### config.mk
export PLATFORM = sky130hd
export DESIGN_NAME = sdcci_core
export DESIGN_NICKNAME = d
export VERILOG_FILES = /design/src/include/sdcci_pkg.sv /design/src/logic/sdcci_core.sv
export VERILOG_INCLUDE_DIRS = /design/src /design/src/include
export SDC_FILE = /design/constraint.sdc
export NUM_CORES = 1
export LEC_CHECK = 0
export BUFFER_PORTS_ARGS = -buffer_cell sky130_fd_sc_hd__buf_2
export CORE_UTILIZATION = 55
export CTS_CLUSTER_DIAMETER = 30
export DETAILED_ROUTE_END_ITERATION = 12
export PLACE_DENSITY_LB_ADDON = 0.1
export REMOVE_ABC_BUFFERS = 1
export SYNTH_ARGS = -nofsm -noshare
export SYNTH_HDL_FRONTEND = slang
export SYNTH_SLANG_ARGS = --single-unit
### constraint.sdc
create_clock -name pclk -period 3.17 [get_ports pclk]
set_clock_uncertainty 0.1 [all_clocks]
set_input_delay 0.317 -clock pclk [delete_from_list [all_inputs] [get_ports pclk]]
set_output_delay 0.317 -clock pclk [all_outputs]
set_load 0.1 [all_outputs]
### src/include/sdcci_map.svh
`ifndef SDCCI_MAP_SVH
`define SDCCI_MAP_SVH

// APB register byte offsets
`define SDCCI_OFF_CTRL     8'h00
`define SDCCI_OFF_STATUS   8'h04
`define SDCCI_OFF_MODE0    8'h08
`define SDCCI_OFF_MODE1    8'h0c
`define SDCCI_OFF_WDATA    8'h10
`define SDCCI_OFF_CMDCNT   8'h14

// Control register fields and reset value
`define SDCCI_CTRL_DEC_EN  0
`define SDCCI_CTRL_RST     1'h1

// Status register field positions
`define SDCCI_ST_BANKS_LSB 0
`define SDCCI_ST_PWR_LSB   8
`define SDCCI_ST_BUSY      12

// Mode register selection on the bank bits
`define SDCCI_MR_SEL0      3'h0
`define SDCCI_MR_SEL1      3'h1

// Mode register 0 fields
`define SDCCI_MR0_BL_MSB   1
`define SDCCI_MR0_BL_LSB   0
`define SDCCI_MR0_BT       3
`define SDCCI_MR0_CL_MSB   6
`define SDCCI_MR0_CL_LSB   4
`define SDCCI_BL_FIXED8    2'h0
`define SDCCI_BL_OTF       2'h1

// Mode register 1 fields
`define SDCCI_MR1_AL_MSB   4
`define SDCCI_MR1_AL_LSB   3
`define SDCCI_AL_CLM1      2'h1
`define SDCCI_AL_CLM2      2'h2

// Latency base added to the column latency field
`define SDCCI_CL_BASE      5'h05

// Special address bits
`define SDCCI_A_AP         10
`define SDCCI_A_BC         12

// Burst lengths in beats
`define SDCCI_BEATS8       4'h8
`define SDCCI_BEATS4       4'h4

// Bit positions in the synchronised pin vector
`define SDCCI_SYNC_W       40
`define SDCCI_SX_TCK       39
`define SDCCI_SX_CCK       38
`define SDCCI_SX_CKE       37
`define SDCCI_SX_CS        36
`define SDCCI_SX_RAS       35
`define SDCCI_SX_CAS       34
`define SDCCI_SX_WE        33
`define SDCCI_SX_BA_MSB    32
`define SDCCI_SX_BA_LSB    30
`define SDCCI_SX_A_MSB     29
`define SDCCI_SX_A_LSB     17
`define SDCCI_SX_DQS       16
`define SDCCI_SX_DQ_MSB    15
`define SDCCI_SX_DQ_LSB    0

`endif

### src/include/sdcci_pkg.sv
package sdcci_pkg;
    // Power and clock state, one-hot
    typedef enum logic [3:0] {
        SDCCI_RUN   = 4'h1,
        SDCCI_SUSP  = 4'h2,
        SDCCI_PDOWN = 4'h4,
        SDCCI_SREF  = 4'h8
    } sdcci_pwr_e;
endpackage

### src/logic/sdcci_core.sv
// Contract
// Inputs sampled at rising true clock crossing
// Read data changes on both crossings
// Clock enable low freezes outputs, burst
// Clock enable low enters power modes
// Bank bits select one of eight banks
// Controller gives row and column addresses
// Mode register set loads address op-code
// Controller keeps the refresh rate
// Additive latency zero, CL-1 or CL-2
// Burst length four or eight beats
// Sequential or interleaved burst ordering
// Eight banks held open concurrently
// Data travels with the data strobe
// Address bit ten: auto or all-bank precharge
// Address bit twelve low chops the burst
// Strobe levels decode the command
// Chip select high masks commands
// Controller opens row before access
// Controller keeps row and precharge delays
//
// The register addresses and the APB register port were decided locally.
`timescale 1ns/1ps
`include "sdcci_map.svh"

module sdcci_core (
    input  wire logic        pclk,                    // System clock
    input  wire logic        presetn,                 // Async reset, active low
    input  wire logic [7:0]  paddr,                   // APB byte address
    input  wire logic        psel,                    // APB select
    input  wire logic        penable,                 // APB access phase
    input  wire logic        pwrite,                  // APB direction
    input  wire logic [31:0] pwdata,                  // APB write data
    output logic      [31:0] prdata,                  // APB read data
    output logic             pready,                  // APB ready
    output logic             pslverr,                 // APB error
    input  wire logic        true_clock,              // Link clock, true
    input  wire logic        complement_clock,        // Link clock, complement
    input  wire logic        clock_enable,            // Clock enable pin
    input  wire logic        chip_select_n,           // Chip select, low active
    input  wire logic        row_strobe_n,            // Row strobe, low active
    input  wire logic        column_strobe_n,         // Column strobe, low active
    input  wire logic        write_enable_n,          // Write enable, low active
    input  wire logic [2:0]  bank_select_bits,        // Bank select
    input  wire logic [12:0] row_column_address_bits, // Address and op-code
    input  wire logic [15:0] dq_in,                   // Data pins, input side
    output logic      [15:0] dq_out,                  // Data pins, output side
    output logic             dq_oe,                   // Data pins drive enable
    input  wire logic        dqs_in,                  // Strobe, input side
    output logic             dqs_out,                 // Strobe true, output
    output logic             dqs_n_out,               // Strobe complement, output
    output logic             dqs_oe                   // Strobe drive enable
);

    // Pin synchroniser and edge history
    logic [`SDCCI_SYNC_W-1:0] sync1;
    logic [`SDCCI_SYNC_W-1:0] sync2;
    logic [`SDCCI_SYNC_W-1:0] hist;

    // Power state, current and next
    sdcci_pkg::sdcci_pwr_e pwr;
    sdcci_pkg::sdcci_pwr_e next_pwr;

    // Mode registers and control
    logic [12:0] mode0;
    logic [12:0] mode1;
    logic        dec_en;
    logic [15:0] cmd_cnt;
    logic [15:0] wdata;

    // Bank state
    logic [7:0]  bank_open;
    logic [12:0] bank_row [8];

    // Burst engine
    logic        pend;
    logic        active;
    logic        is_read;
    logic        bl4;
    logic        btype;
    logic        ap;
    logic [2:0]  bbank;
    logic [9:0]  bcol;
    logic [4:0]  lat;
    logic [3:0]  beat;
    logic [3:0]  beats;
    logic        burst_done;

    // Input vector gathered from the pins
    wire [`SDCCI_SYNC_W-1:0] pins = {true_clock, complement_clock, clock_enable,
                                     chip_select_n, row_strobe_n, column_strobe_n,
                                     write_enable_n, bank_select_bits,
                                     row_column_address_bits, dqs_in, dq_in};

    // Two flip-flops before any logic, plus one stage of history
    always_ff @(posedge pclk or negedge presetn) begin
        if (!presetn) begin
            sync1 <= '0;
            sync2 <= '0;
            hist  <= '0;
        end else begin
            sync1 <= pins;
            sync2 <= sync1;
            hist  <= sync2;
        end
    end

    // Named views of the synchronised pins
    wire        s_tck  = sync2[`SDCCI_SX_TCK];
    wire        s_cck  = sync2[`SDCCI_SX_CCK];
    wire        h_tck  = hist[`SDCCI_SX_TCK];
    wire        h_cck  = hist[`SDCCI_SX_CCK];
    wire        s_cke  = sync2[`SDCCI_SX_CKE];
    wire        s_cs   = sync2[`SDCCI_SX_CS];
    wire        s_ras  = sync2[`SDCCI_SX_RAS];
    wire        s_cas  = sync2[`SDCCI_SX_CAS];
    wire        s_we   = sync2[`SDCCI_SX_WE];
    wire [2:0]  s_ba   = sync2[`SDCCI_SX_BA_MSB:`SDCCI_SX_BA_LSB];
    wire [12:0] s_a    = sync2[`SDCCI_SX_A_MSB:`SDCCI_SX_A_LSB];
    wire        s_dqs  = sync2[`SDCCI_SX_DQS];
    wire        h_dqs  = hist[`SDCCI_SX_DQS];
    wire [15:0] s_dq   = sync2[`SDCCI_SX_DQ_MSB:`SDCCI_SX_DQ_LSB];

    // Crossing detection on the differential pair
    // rising crossing samples
    wire rise_x = s_tck & ~s_cck & ~(h_tck & ~h_cck);
    // falling crossing too
    wire fall_x = ~s_tck & s_cck & ~(~h_tck & h_cck);
    // ticks only while running
    wire run    = (pwr == sdcci_pkg::SDCCI_RUN);
    wire tick   = rise_x & run;
    wire ftick  = fall_x & run;

    // Command decode
    // chip select gates decoder
    wire cmd_ok  = tick & s_cke & ~s_cs & dec_en;
    // strobe level decode
    wire c_act   = cmd_ok & ~s_ras &  s_cas &  s_we;
    wire c_pre   = cmd_ok & ~s_ras &  s_cas & ~s_we;
    wire c_rd    = cmd_ok &  s_ras & ~s_cas &  s_we;
    wire c_wr    = cmd_ok &  s_ras & ~s_cas & ~s_we;
    wire c_mrs   = cmd_ok & ~s_ras & ~s_cas & ~s_we;
    wire c_ref   = tick & ~s_cs & dec_en & ~s_ras & ~s_cas & s_we;
    wire any_cmd = c_act | c_pre | c_rd | c_wr | c_mrs | c_ref;
    // A new access is taken only when no burst is in flight
    wire start   = (c_rd | c_wr) & ~pend & ~active;

    // Clock enable handling and power mode entry/exit
    always_comb begin
        next_pwr = pwr;
        case (pwr)
            sdcci_pkg::SDCCI_RUN: begin
                // entry on clock enable low
                if (rise_x && !s_cke) begin
                    if (bank_open != 8'h00 || pend || active)
                        next_pwr = sdcci_pkg::SDCCI_SUSP;
                    else if (c_ref)
                        next_pwr = sdcci_pkg::SDCCI_SREF;
                    else
                        next_pwr = sdcci_pkg::SDCCI_PDOWN;
                end
            end
            sdcci_pkg::SDCCI_SUSP,
            sdcci_pkg::SDCCI_PDOWN,
            sdcci_pkg::SDCCI_SREF: begin
                if (rise_x && s_cke)
                    next_pwr = sdcci_pkg::SDCCI_RUN;
            end
            default: next_pwr = sdcci_pkg::SDCCI_RUN;
        endcase
    end

    // Power state register
    always_ff @(posedge pclk or negedge presetn) begin
        if (!presetn)
            pwr <= sdcci_pkg::SDCCI_RUN;
        else
            pwr <= next_pwr;
    end

    // Mode register load from the address op-code
    always_ff @(posedge pclk or negedge presetn) begin
        if (!presetn) begin
            mode0 <= '0;
            mode1 <= '0;
        end else if (c_mrs) begin
            // op-code from address
            if (s_ba == `SDCCI_MR_SEL0)
                mode0 <= s_a;
            if (s_ba == `SDCCI_MR_SEL1)
                mode1 <= s_a;
        end
    end

    // Latency derived from the mode registers
    wire [1:0] al_f   = mode1[`SDCCI_MR1_AL_MSB:`SDCCI_MR1_AL_LSB];
    wire [4:0] cl     = 5'(mode0[`SDCCI_MR0_CL_MSB:`SDCCI_MR0_CL_LSB]) + `SDCCI_CL_BASE;
    // additive latency choice
    wire [4:0] al     = (al_f == `SDCCI_AL_CLM1) ? cl - 5'h01 :
                        (al_f == `SDCCI_AL_CLM2) ? cl - 5'h02 : 5'h00;
    wire [4:0] rl     = 5'(al + cl);

    // Burst length per access
    wire [1:0] bl_f   = mode0[`SDCCI_MR0_BL_MSB:`SDCCI_MR0_BL_LSB];
    // four or eight beats
    // bit twelve chops burst
    wire       cut4   = (bl_f == `SDCCI_BL_OTF) ? ~s_a[`SDCCI_A_BC] :
                        (bl_f != `SDCCI_BL_FIXED8);

    // Per-bank row state
    genvar gi;
    generate
        for (gi = 0; gi < 8; gi++) begin : g_bank
            wire hit      = (s_ba == 3'(gi));
            // single or all-bank precharge
            wire pre_hit  = c_pre & (s_a[`SDCCI_A_AP] | hit);
            wire auto_hit = burst_done & ap & (bbank == 3'(gi));
            // independent bank state
            always_ff @(posedge pclk or negedge presetn) begin
                if (!presetn) begin
                    bank_open[gi] <= 1'b0;
                    bank_row[gi]  <= '0;
                end else if (c_act && hit) begin
                    // bank bits pick bank
                    bank_open[gi] <= 1'b1;
                    bank_row[gi]  <= s_a;
                end else if (pre_hit || auto_hit) begin
                    bank_open[gi] <= 1'b0;
                end
            end
        end
    endgenerate

    // Column of the current beat
    // sequential or interleaved order
    wire [2:0] lo_seq = bl4 ? {bcol[2], 2'(bcol[1:0] + beat[1:0])} : 3'(bcol[2:0] + beat[2:0]);
    wire [2:0] lo_col = btype ? (bcol[2:0] ^ beat[2:0]) : lo_seq;
    wire [9:0] cur_col = {bcol[9:3], lo_col};
    // Read beats advance on every crossing, write beats on strobe edges
    wire rd_edge  = active & is_read & (tick | ftick);
    // capture on strobe edges
    wire wr_edge  = active & ~is_read & run & (s_dqs ^ h_dqs);
    wire last     = (beat == beats - 4'h1);
    assign burst_done = (rd_edge | wr_edge) & last;

    // Burst sequencing; frozen while the internal clock is suspended
    always_ff @(posedge pclk or negedge presetn) begin
        if (!presetn) begin
            pend    <= 1'b0;
            active  <= 1'b0;
            is_read <= 1'b0;
            bl4     <= 1'b0;
            btype   <= 1'b0;
            ap      <= 1'b0;
            bbank   <= '0;
            bcol    <= '0;
            lat     <= '0;
            beat    <= '0;
            beats   <= '0;
        end else if (start) begin
            // column from low bits
            pend    <= 1'b1;
            is_read <= c_rd;
            bl4     <= cut4;
            btype   <= mode0[`SDCCI_MR0_BT];
            ap      <= s_a[`SDCCI_A_AP];
            bbank   <= s_ba;
            bcol    <= s_a[9:0];
            lat     <= rl;
            beat    <= '0;
            beats   <= cut4 ? `SDCCI_BEATS4 : `SDCCI_BEATS8;
        end else if (pend && tick) begin
            // latency counts only on ticks
            if (lat <= 5'h01) begin
                pend   <= 1'b0;
                active <= 1'b1;
            end else begin
                lat <= lat - 5'h01;
            end
        end else if (burst_done) begin
            active <= 1'b0;
            beat   <= '0;
        end else if (rd_edge || wr_edge) begin
            beat <= beat + 4'h1;
        end
    end

    // Read data and strobe drive
    always_ff @(posedge pclk or negedge presetn) begin
        if (!presetn) begin
            dq_out    <= '0;
            dq_oe     <= 1'b0;
            dqs_out   <= 1'b0;
            dqs_n_out <= 1'b1;
            dqs_oe    <= 1'b0;
        end else if (rd_edge && !last) begin
            // one beat per crossing
            dq_out    <= {bbank, cur_col, beat[2:0]};
            dq_oe     <= 1'b1;
            // strobe follows data
            dqs_out   <= ~dqs_out;
            dqs_n_out <= dqs_out;
            dqs_oe    <= 1'b1;
        end else if (rd_edge) begin
            dq_out    <= {bbank, cur_col, beat[2:0]};
            dqs_out   <= ~dqs_out;
            dqs_n_out <= dqs_out;
        end else if (!active) begin
            dq_oe     <= 1'b0;
            dqs_oe    <= 1'b0;
            dqs_out   <= 1'b0;
            dqs_n_out <= 1'b1;
        end
    end

    // Write capture and command counting
    always_ff @(posedge pclk or negedge presetn) begin
        if (!presetn) begin
            wdata   <= '0;
            cmd_cnt <= '0;
        end else begin
            if (wr_edge)
                wdata <= s_dq;
            if (any_cmd)
                cmd_cnt <= cmd_cnt + 16'h0001;
        end
    end

    // APB decode
    wire acc     = psel & penable & ~pready;
    wire hit_ct  = (paddr == `SDCCI_OFF_CTRL);
    wire hit_st  = (paddr == `SDCCI_OFF_STATUS);
    wire hit_m0  = (paddr == `SDCCI_OFF_MODE0);
    wire hit_m1  = (paddr == `SDCCI_OFF_MODE1);
    wire hit_wd  = (paddr == `SDCCI_OFF_WDATA);
    wire hit_cc  = (paddr == `SDCCI_OFF_CMDCNT);
    wire mapped  = hit_ct | hit_st | hit_m0 | hit_m1 | hit_wd | hit_cc;
    wire [31:0] status = ({24'h0, bank_open} << `SDCCI_ST_BANKS_LSB)
                       | ({28'h0, pwr} << `SDCCI_ST_PWR_LSB)
                       | ({31'h0, pend | active} << `SDCCI_ST_BUSY);
    wire [31:0] rsel = hit_ct ? {31'h0, dec_en} :
                       hit_st ? status :
                       hit_m0 ? {19'h0, mode0} :
                       hit_m1 ? {19'h0, mode1} :
                       hit_wd ? {16'h0, wdata} :
                       hit_cc ? {16'h0, cmd_cnt} : 32'h0;

    // APB answer one cycle into the access phase
    always_ff @(posedge pclk or negedge presetn) begin
        if (!presetn) begin
            pready  <= 1'b0;
            pslverr <= 1'b0;
            prdata  <= '0;
        end else begin
            pready  <= acc;
            pslverr <= acc & ~mapped;
            prdata  <= (acc && !pwrite) ? rsel : 32'h0;
        end
    end

    // Control register write at the completing edge
    always_ff @(posedge pclk or negedge presetn) begin
        if (!presetn)
            dec_en <= `SDCCI_CTRL_RST;
        else if (psel && penable && pready && pwrite && hit_ct)
            dec_en <= pwdata[`SDCCI_CTRL_DEC_EN];
    end

endmodule // sdcci_core

==> metrics.yaml, run 1 <==
cts.repair.resized: 0
drt_iter0_drc: 424
clk_latency_ns: 0.51
diodes: 0
p_sw_uw: 1590
coreArea_sq_um: 16000
dpl.hpwl_um: 14100
syn_area_sq_um: 9100
grt_max_degree: 101
hold_ws_ns: 0.0539
maxCapViolations: 0
finalSetupTns_ns: 0
grt_pass1_vias: 6780
layout_min_cycle_time_ns: 2.60
dieArea_sq_um: 17100
globalplace.congestion: 0.862
area_growth_pct: 27.6
slowest_delay_ns: 0.47
cp_common_cell: "ha_1"
netlist_instances: 780
power_density_nw_per_um2: 648
n_fill_cell: 1169
cp-start-kind: "flip-flop"
period_share_pct: 82.1
die_y_um: 131
cts_tree: "done"
synth_edf_count: 0
avgRoutedWirePerCell_um: 17.6
vias_per_cell: 5.60
initial_core_util_pct: 56.9
track_usage_pct: 26.2
rows: 46
postRouteAntennaNets: 0
ys_types: 71
overflow: 0
regToRegStartpoint: "mode0[4]"
synth_seq_cells: 220
die_w_um: 131
clk_pin_slew_ns: 0.05
grt_pass1_wl_um: 33900
cpMaxStageDelayCell: "dfrtp_1"
htree_levels: 2
cp-startpoint: "mode0[4]"
combinationalPowerShare_pct: 4.2
synth-seq-area-share_pct: 60.5
seqPwrFrac_pct: 38.7
cts_made_buffers: 39
portBuffers: 91
hold_class: "primary input to flip-flop"
yosysWarnings: 0
antenna_found_initial: 0
firstDrtPassIters: 4
avgSynthCellArea_sq_um: 11.7
cts-root-buf: "clkbuf_16"
irDropWorstVdd_v: 0.000534
final_cell_mix: "dfrtp_1, nand2_1, buf_2"
vias: 6663
critPathCaptureType: "flip-flop"
final_nets: 1043
worstPathMaxFanout: 8
finalSetupViolations: 0
final_common_cell: "dfrtp_1"
cp_data_required_time_ns: 3.46
outcome: "finished, final reports clean"
hold_viol_final: 0
r2r_setup_slack_ns: 0.57
cts_sinks: 220
post_dp_cell_area_sq_um: 9810
final_area_sq_um: 11600
ys.flop_type: "dfrtp_1"
p_int_uw: 5940
slew_violations: 0
rsz0062_at_grt: "no"
post-route-util_pct: 72.6
p_leak_uw: 0.00568
drive_gt1_share_pct: 24.2
drc: 0
crit_arrival_ns: 2.89
criticalPathCategory: "flip-flop to flip-flop"
path_cells: "ha_1 > xnor2_1 > inv_1 > ha_1 > o22ai_1 > ha_1 > a21o_1 > a21oi_1 > xnor2_1 > mux2i_1"
switching_share_pct: 21.1
cts_max_path_buffers: 3
min_from: "psel"
finalWirelength_um: 20900
async_flop_share_pct: 100
fmax_ghz: 0.384
clkPwrFrac_pct: 57.1
slew_headroom_pct: 40.4
tightestPinTransition_ns: 0.893
ios: 139
-- layout make-up --
type,instances,area [sq um],area share [%]
sequential,220,5510,47.4
multi-input combinational,513,3340,28.7
clock buffer,51,1080,9.31
timing repair buffer,155,1060,9.16
clock inverter,20,302,2.60
tap,216,270,2.33
inverter,14,52.6,0.452
-- power groups by stage --
| stage | registers [uW] | logic, uW | clock network, uW |
|---|---|---|---|
| final | 2910 | 316 | 4300 |
| after global routing | 2920 | 345 | 4530 |
| after CTS | 2910 | 317 | 4370 |
| after detailed placement | 2960 | 276 | 0 |
| after global placement | 2950 | 271 | 0 |
| after floorplan | 2950 | 138 | 0 |
-- registers in the layout (all words and copies together) (netlist names), 5 cells and up --
signal / count
bank_open: 8
bcol: 10
cmd_cnt: 16
dq_out: 16
lat: 5
mode0: 13
mode1: 13
prdata: 16
sync1: 40
sync2: 40
wdata: 16
-- worst max-delay path, delay by kind of cell (launching register included) --
kind            cells  cell delay (ns)
mux                 1             0.09
fa+ha+maj           3             0.88
flops               1             0.47
xor+xnor            2             0.36
buf+inv             1             0.11
compound gates      3             0.51
-- per-stage QoR --
step	instances	setup WS, ns	power [uW]
after global placement	1076	0.707	3230
after detailed placement	1076	0.577	3230
after CTS	1189	0.569	7600
final	1189	0.566	7530
after global routing	1189	0.418	7790
after floorplan	747	0.751	3090
-- Yosys cell counts (12+ instances only) --
| master | count | area share, % |
|---|---|---|
| o21ai_0 | 32 | 1.8 |
| clkbuf_1 | 24 | 0.99 |
| xor2_1 | 12 | 1.2 |
| a21oi_1 | 29 | 1.6 |
| and3_1 | 14 | 0.96 |
| nor2_1 | 42 | 1.7 |
| nand2_1 | 116 | 4.8 |
| nand3_1 | 19 | 1.0 |
| o22ai_1 | 13 | 0.89 |
| xnor2_1 | 16 | 1.5 |
| dfrtp_1 | 217 | 60 |
| buf_4 | 18 | 1.5 |
| mux2_2 | 43 | 5.3 |
| inv_1 | 14 | 0.58 |
| ha_1 | 13 | 1.8 |
-- logic make-up after synthesis --
family,after synthesis,synth area share [%]
AOI/OAI and AO/OA,136,9.85
other,1,0.0412
xor gates and xnor gates,28,2.69
muxes,53,6.46
DFF,220,60.5
buffers and inverters,62,3.45
adders and majority gates,15,2.23
and+or+nand+nor,265,14.8
-- final timing paths --
check	cells past startpoint	to
hold reg to reg	0	sync2[8]
setup reg to reg	10	lat[4]
setup / recovery	10	lat[4]
min in group asynchronous	2	bcol[1]
max in group asynchronous	3	mode0[4]
hold / removal	3	pready
-- timing repair --
item	CTS	global route
endpoints found under the hold margin	133	0
setup buffers	0	0
hold buffers	42	0
-- layer usage --
layer / global-route usage (%) / share of wire [%] / up-vias
li1: - / - / 3055
met1: 34.6 / 43 / 3332
met2: 43.3 / 49 / 226
met3: 4.80 / 5.1 / 50
met4: 10.4 / 2.5 / 0
met5: 0 / 0 / -
Note: power is estimated with default switching activity, not from simulation.
==> run 2: changes to the inputs <==
clock period = 2.63 ns   (was 3.17 ns; I/O delays follow)
==> run 2 against run 1 <==
Compared with the run above: critical path type unchanged; worst setup slack got worse by 0.43 ns; count of clock-buffer cells in the layout grew 7; global-route usage grew 0.34 points; largest power group unchanged; maximum frequency up 4.4%; largest cell class unchanged.
==> metrics.yaml, run 2 (synthesized netlist as in run 1, its figures left out) <==
slew_headroom_pct: 54.5  # +14 points
drc: 0  # unchanged
criticalPathCategory: "flip-flop to flip-flop"
grt_pass1_vias: 6795  # +0.22%
seqPwrFrac_pct: 38.7  # about the same
cts_tree: "done"
p_int_uw: 7150  # +20%
p_sw_uw: 1940  # +22%
initial_core_util_pct: 56.9  # unchanged
ff2ff_path_depth: 9  # -1
fmax_ghz: 0.401  # +4.4%
rsz0062_at_grt: "no"
avgRoutedWirePerCell_um: 17.9  # +1.6%
finalSetupTns_ns: 0  # unchanged
portBuffers: 91  # unchanged
dieArea_sq_um: 17100  # unchanged
grt_max_degree: 89  # -12%
vias_per_cell: 5.61  # +0.20%
final_cell_mix: "dfrtp_1, nand2_1, buf_2"
vias: 6721  # +0.87%
irDropWorstVdd_v: 0.000561  # +5.1%
min_path_cells: 3  # unchanged
antenna_found_initial: 0  # unchanged
combinationalPowerShare_pct: 4.3  # about the same
fin_cells: 1197  # +0.67%
die_y_um: 131  # unchanged
cp_data_required_time_ns: 2.91  # -0.55 ns
globalplace.congestion: 0.908  # +5.4%
overflow: 0  # unchanged
cts_made_buffers: 43  # +10%
area_growth_pct: 28.9
tightestPinTransition_ns: 0.677  # -0.216 ns
htree_levels: 2  # unchanged
post-place-cells: 1081  # +0.46%
cts_setup_buffers: 0  # unchanged
coreArea_sq_um: 16000  # unchanged
cts_max_path_buffers: 3  # unchanged
cts_sinks: 220  # unchanged
dpl.hpwl_um: 14400  # +2.1%
crit_arrival_ns: 2.77  # -0.12 ns
post_dp_cell_area_sq_um: 9890  # +0.77%
track_usage_pct: 26.6  # +0.34 points
power_uw: 9090  # +21%
diodes: 0  # unchanged
critPathCaptureType: "flip-flop"
final_area_sq_um: 11700  # +1.0%
switching_share_pct: 21.3  # +0.21 points
clk_latency_ns: 0.50  # about the same
layout_min_cycle_time_ns: 2.49  # -0.110 ns
finalSetupViolations: 0  # unchanged
cp-start-kind: "flip-flop"
postRouteAntennaNets: 0  # unchanged
power_density_nw_per_um2: 775  # +20%
hold_class: "primary input to flip-flop"
outcome: "finished, final reports clean"
p_leak_uw: 0.00574  # +1.1%
period_share_pct: 94.8  # +13 points
worstPathMaxFanout: 6  # -2
clkPwrFrac_pct: 57.1  # about the same
drive_gt1_share_pct: 24.6  # +0.41 points
finalWirelength_um: 21400  # +2.3%
slew_violations: 0  # unchanged
drt_iter0_drc: 458  # +8.0%
cts-root-buf: "clkbuf_16"
grt_pass1_wl_um: 34500  # +1.6%
final_common_cell: "dfrtp_1"
post-route-util_pct: 73.4  # +0.76 points
top_regs: "sync1: 40 flops, sync2: 40 flops"
final_nets: 1054  # +1.1%
firstDrtPassIters: 6  # +2
rows: 46  # unchanged
ios: 139  # unchanged
clk_pin_slew_ns: 0.05  # about the same
hold_viol_final: 0  # unchanged
die_w_um: 131  # unchanged
maxCapViolations: 0  # unchanged
[run 2: per-stage QoR]
stage                     worst slack, ns  hold slack, ns
final                               0.136          0.0284
after global routing              0.00206          0.0378
after CTS                           0.169          0.0166
after detailed placement            0.166           0.103
after global placement              0.242          0.0982
after floorplan                     0.211          -0.133
[run 2: worst max-delay path: stages, from the launching register on]
cell	delay [ns]
dfrtp_1	0.42
ha_1	0.44
inv_1	0.10
ha_1	0.28
o22ai_1	0.14
ha_1	0.29
a21o_1	0.20
a21oi_1	0.17
xnor2_1	0.14
mux2i_1	0.09
[run 2: area by class of cell]
type	count	area (sq um)
inverter	14	52.6
sequential	220	5510
tap	216	270
fill	1117	4260
clock inverter	14	164
timing repair buffer	162	1160
clock buffer	58	1240
multi-input combinational	513	3340
[run 2: worst paths after layout]
check | from | slack [ns] | endpoint
min in group asynchronous | presetn | 0.15 | dq_out[1]
worst min register to register | sync1[16] | 0.24 | sync2[16]
worst max register to register | mode0[5] | 0.14 | lat[4]
worst max-delay path | mode0[5] | 0.14 | lat[4]
worst min-delay path | psel | 0.03 | pslverr
max in group asynchronous | presetn | 1.42 | pwr[0]
[run 2: power by group through the flow]
stage                     registers, uW  clock network, uW  logic, uW
after floorplan                    3560                  0        166
after global placement             3560                  0        330
after detailed placement           3570                  0        337
after CTS                          3520               5270        389
after global routing               3520               5460        422
final                              3520               5190        387
[run 2: timing repair]
action / CTS / global route
hold endpoints to repair: 90 / 0
hold buffers: 44 / 0
gates resized for setup: 0 / 0
[run 2: metal layers]
metal	global-route usage, %	up-vias	part of all wire [%]
met5	0	-	0
met4	9.33	0	1.7
met3	4.19	30	4.8
met2	44.9	223	50
li1	-	3079	-
met1	35.0	3389	43
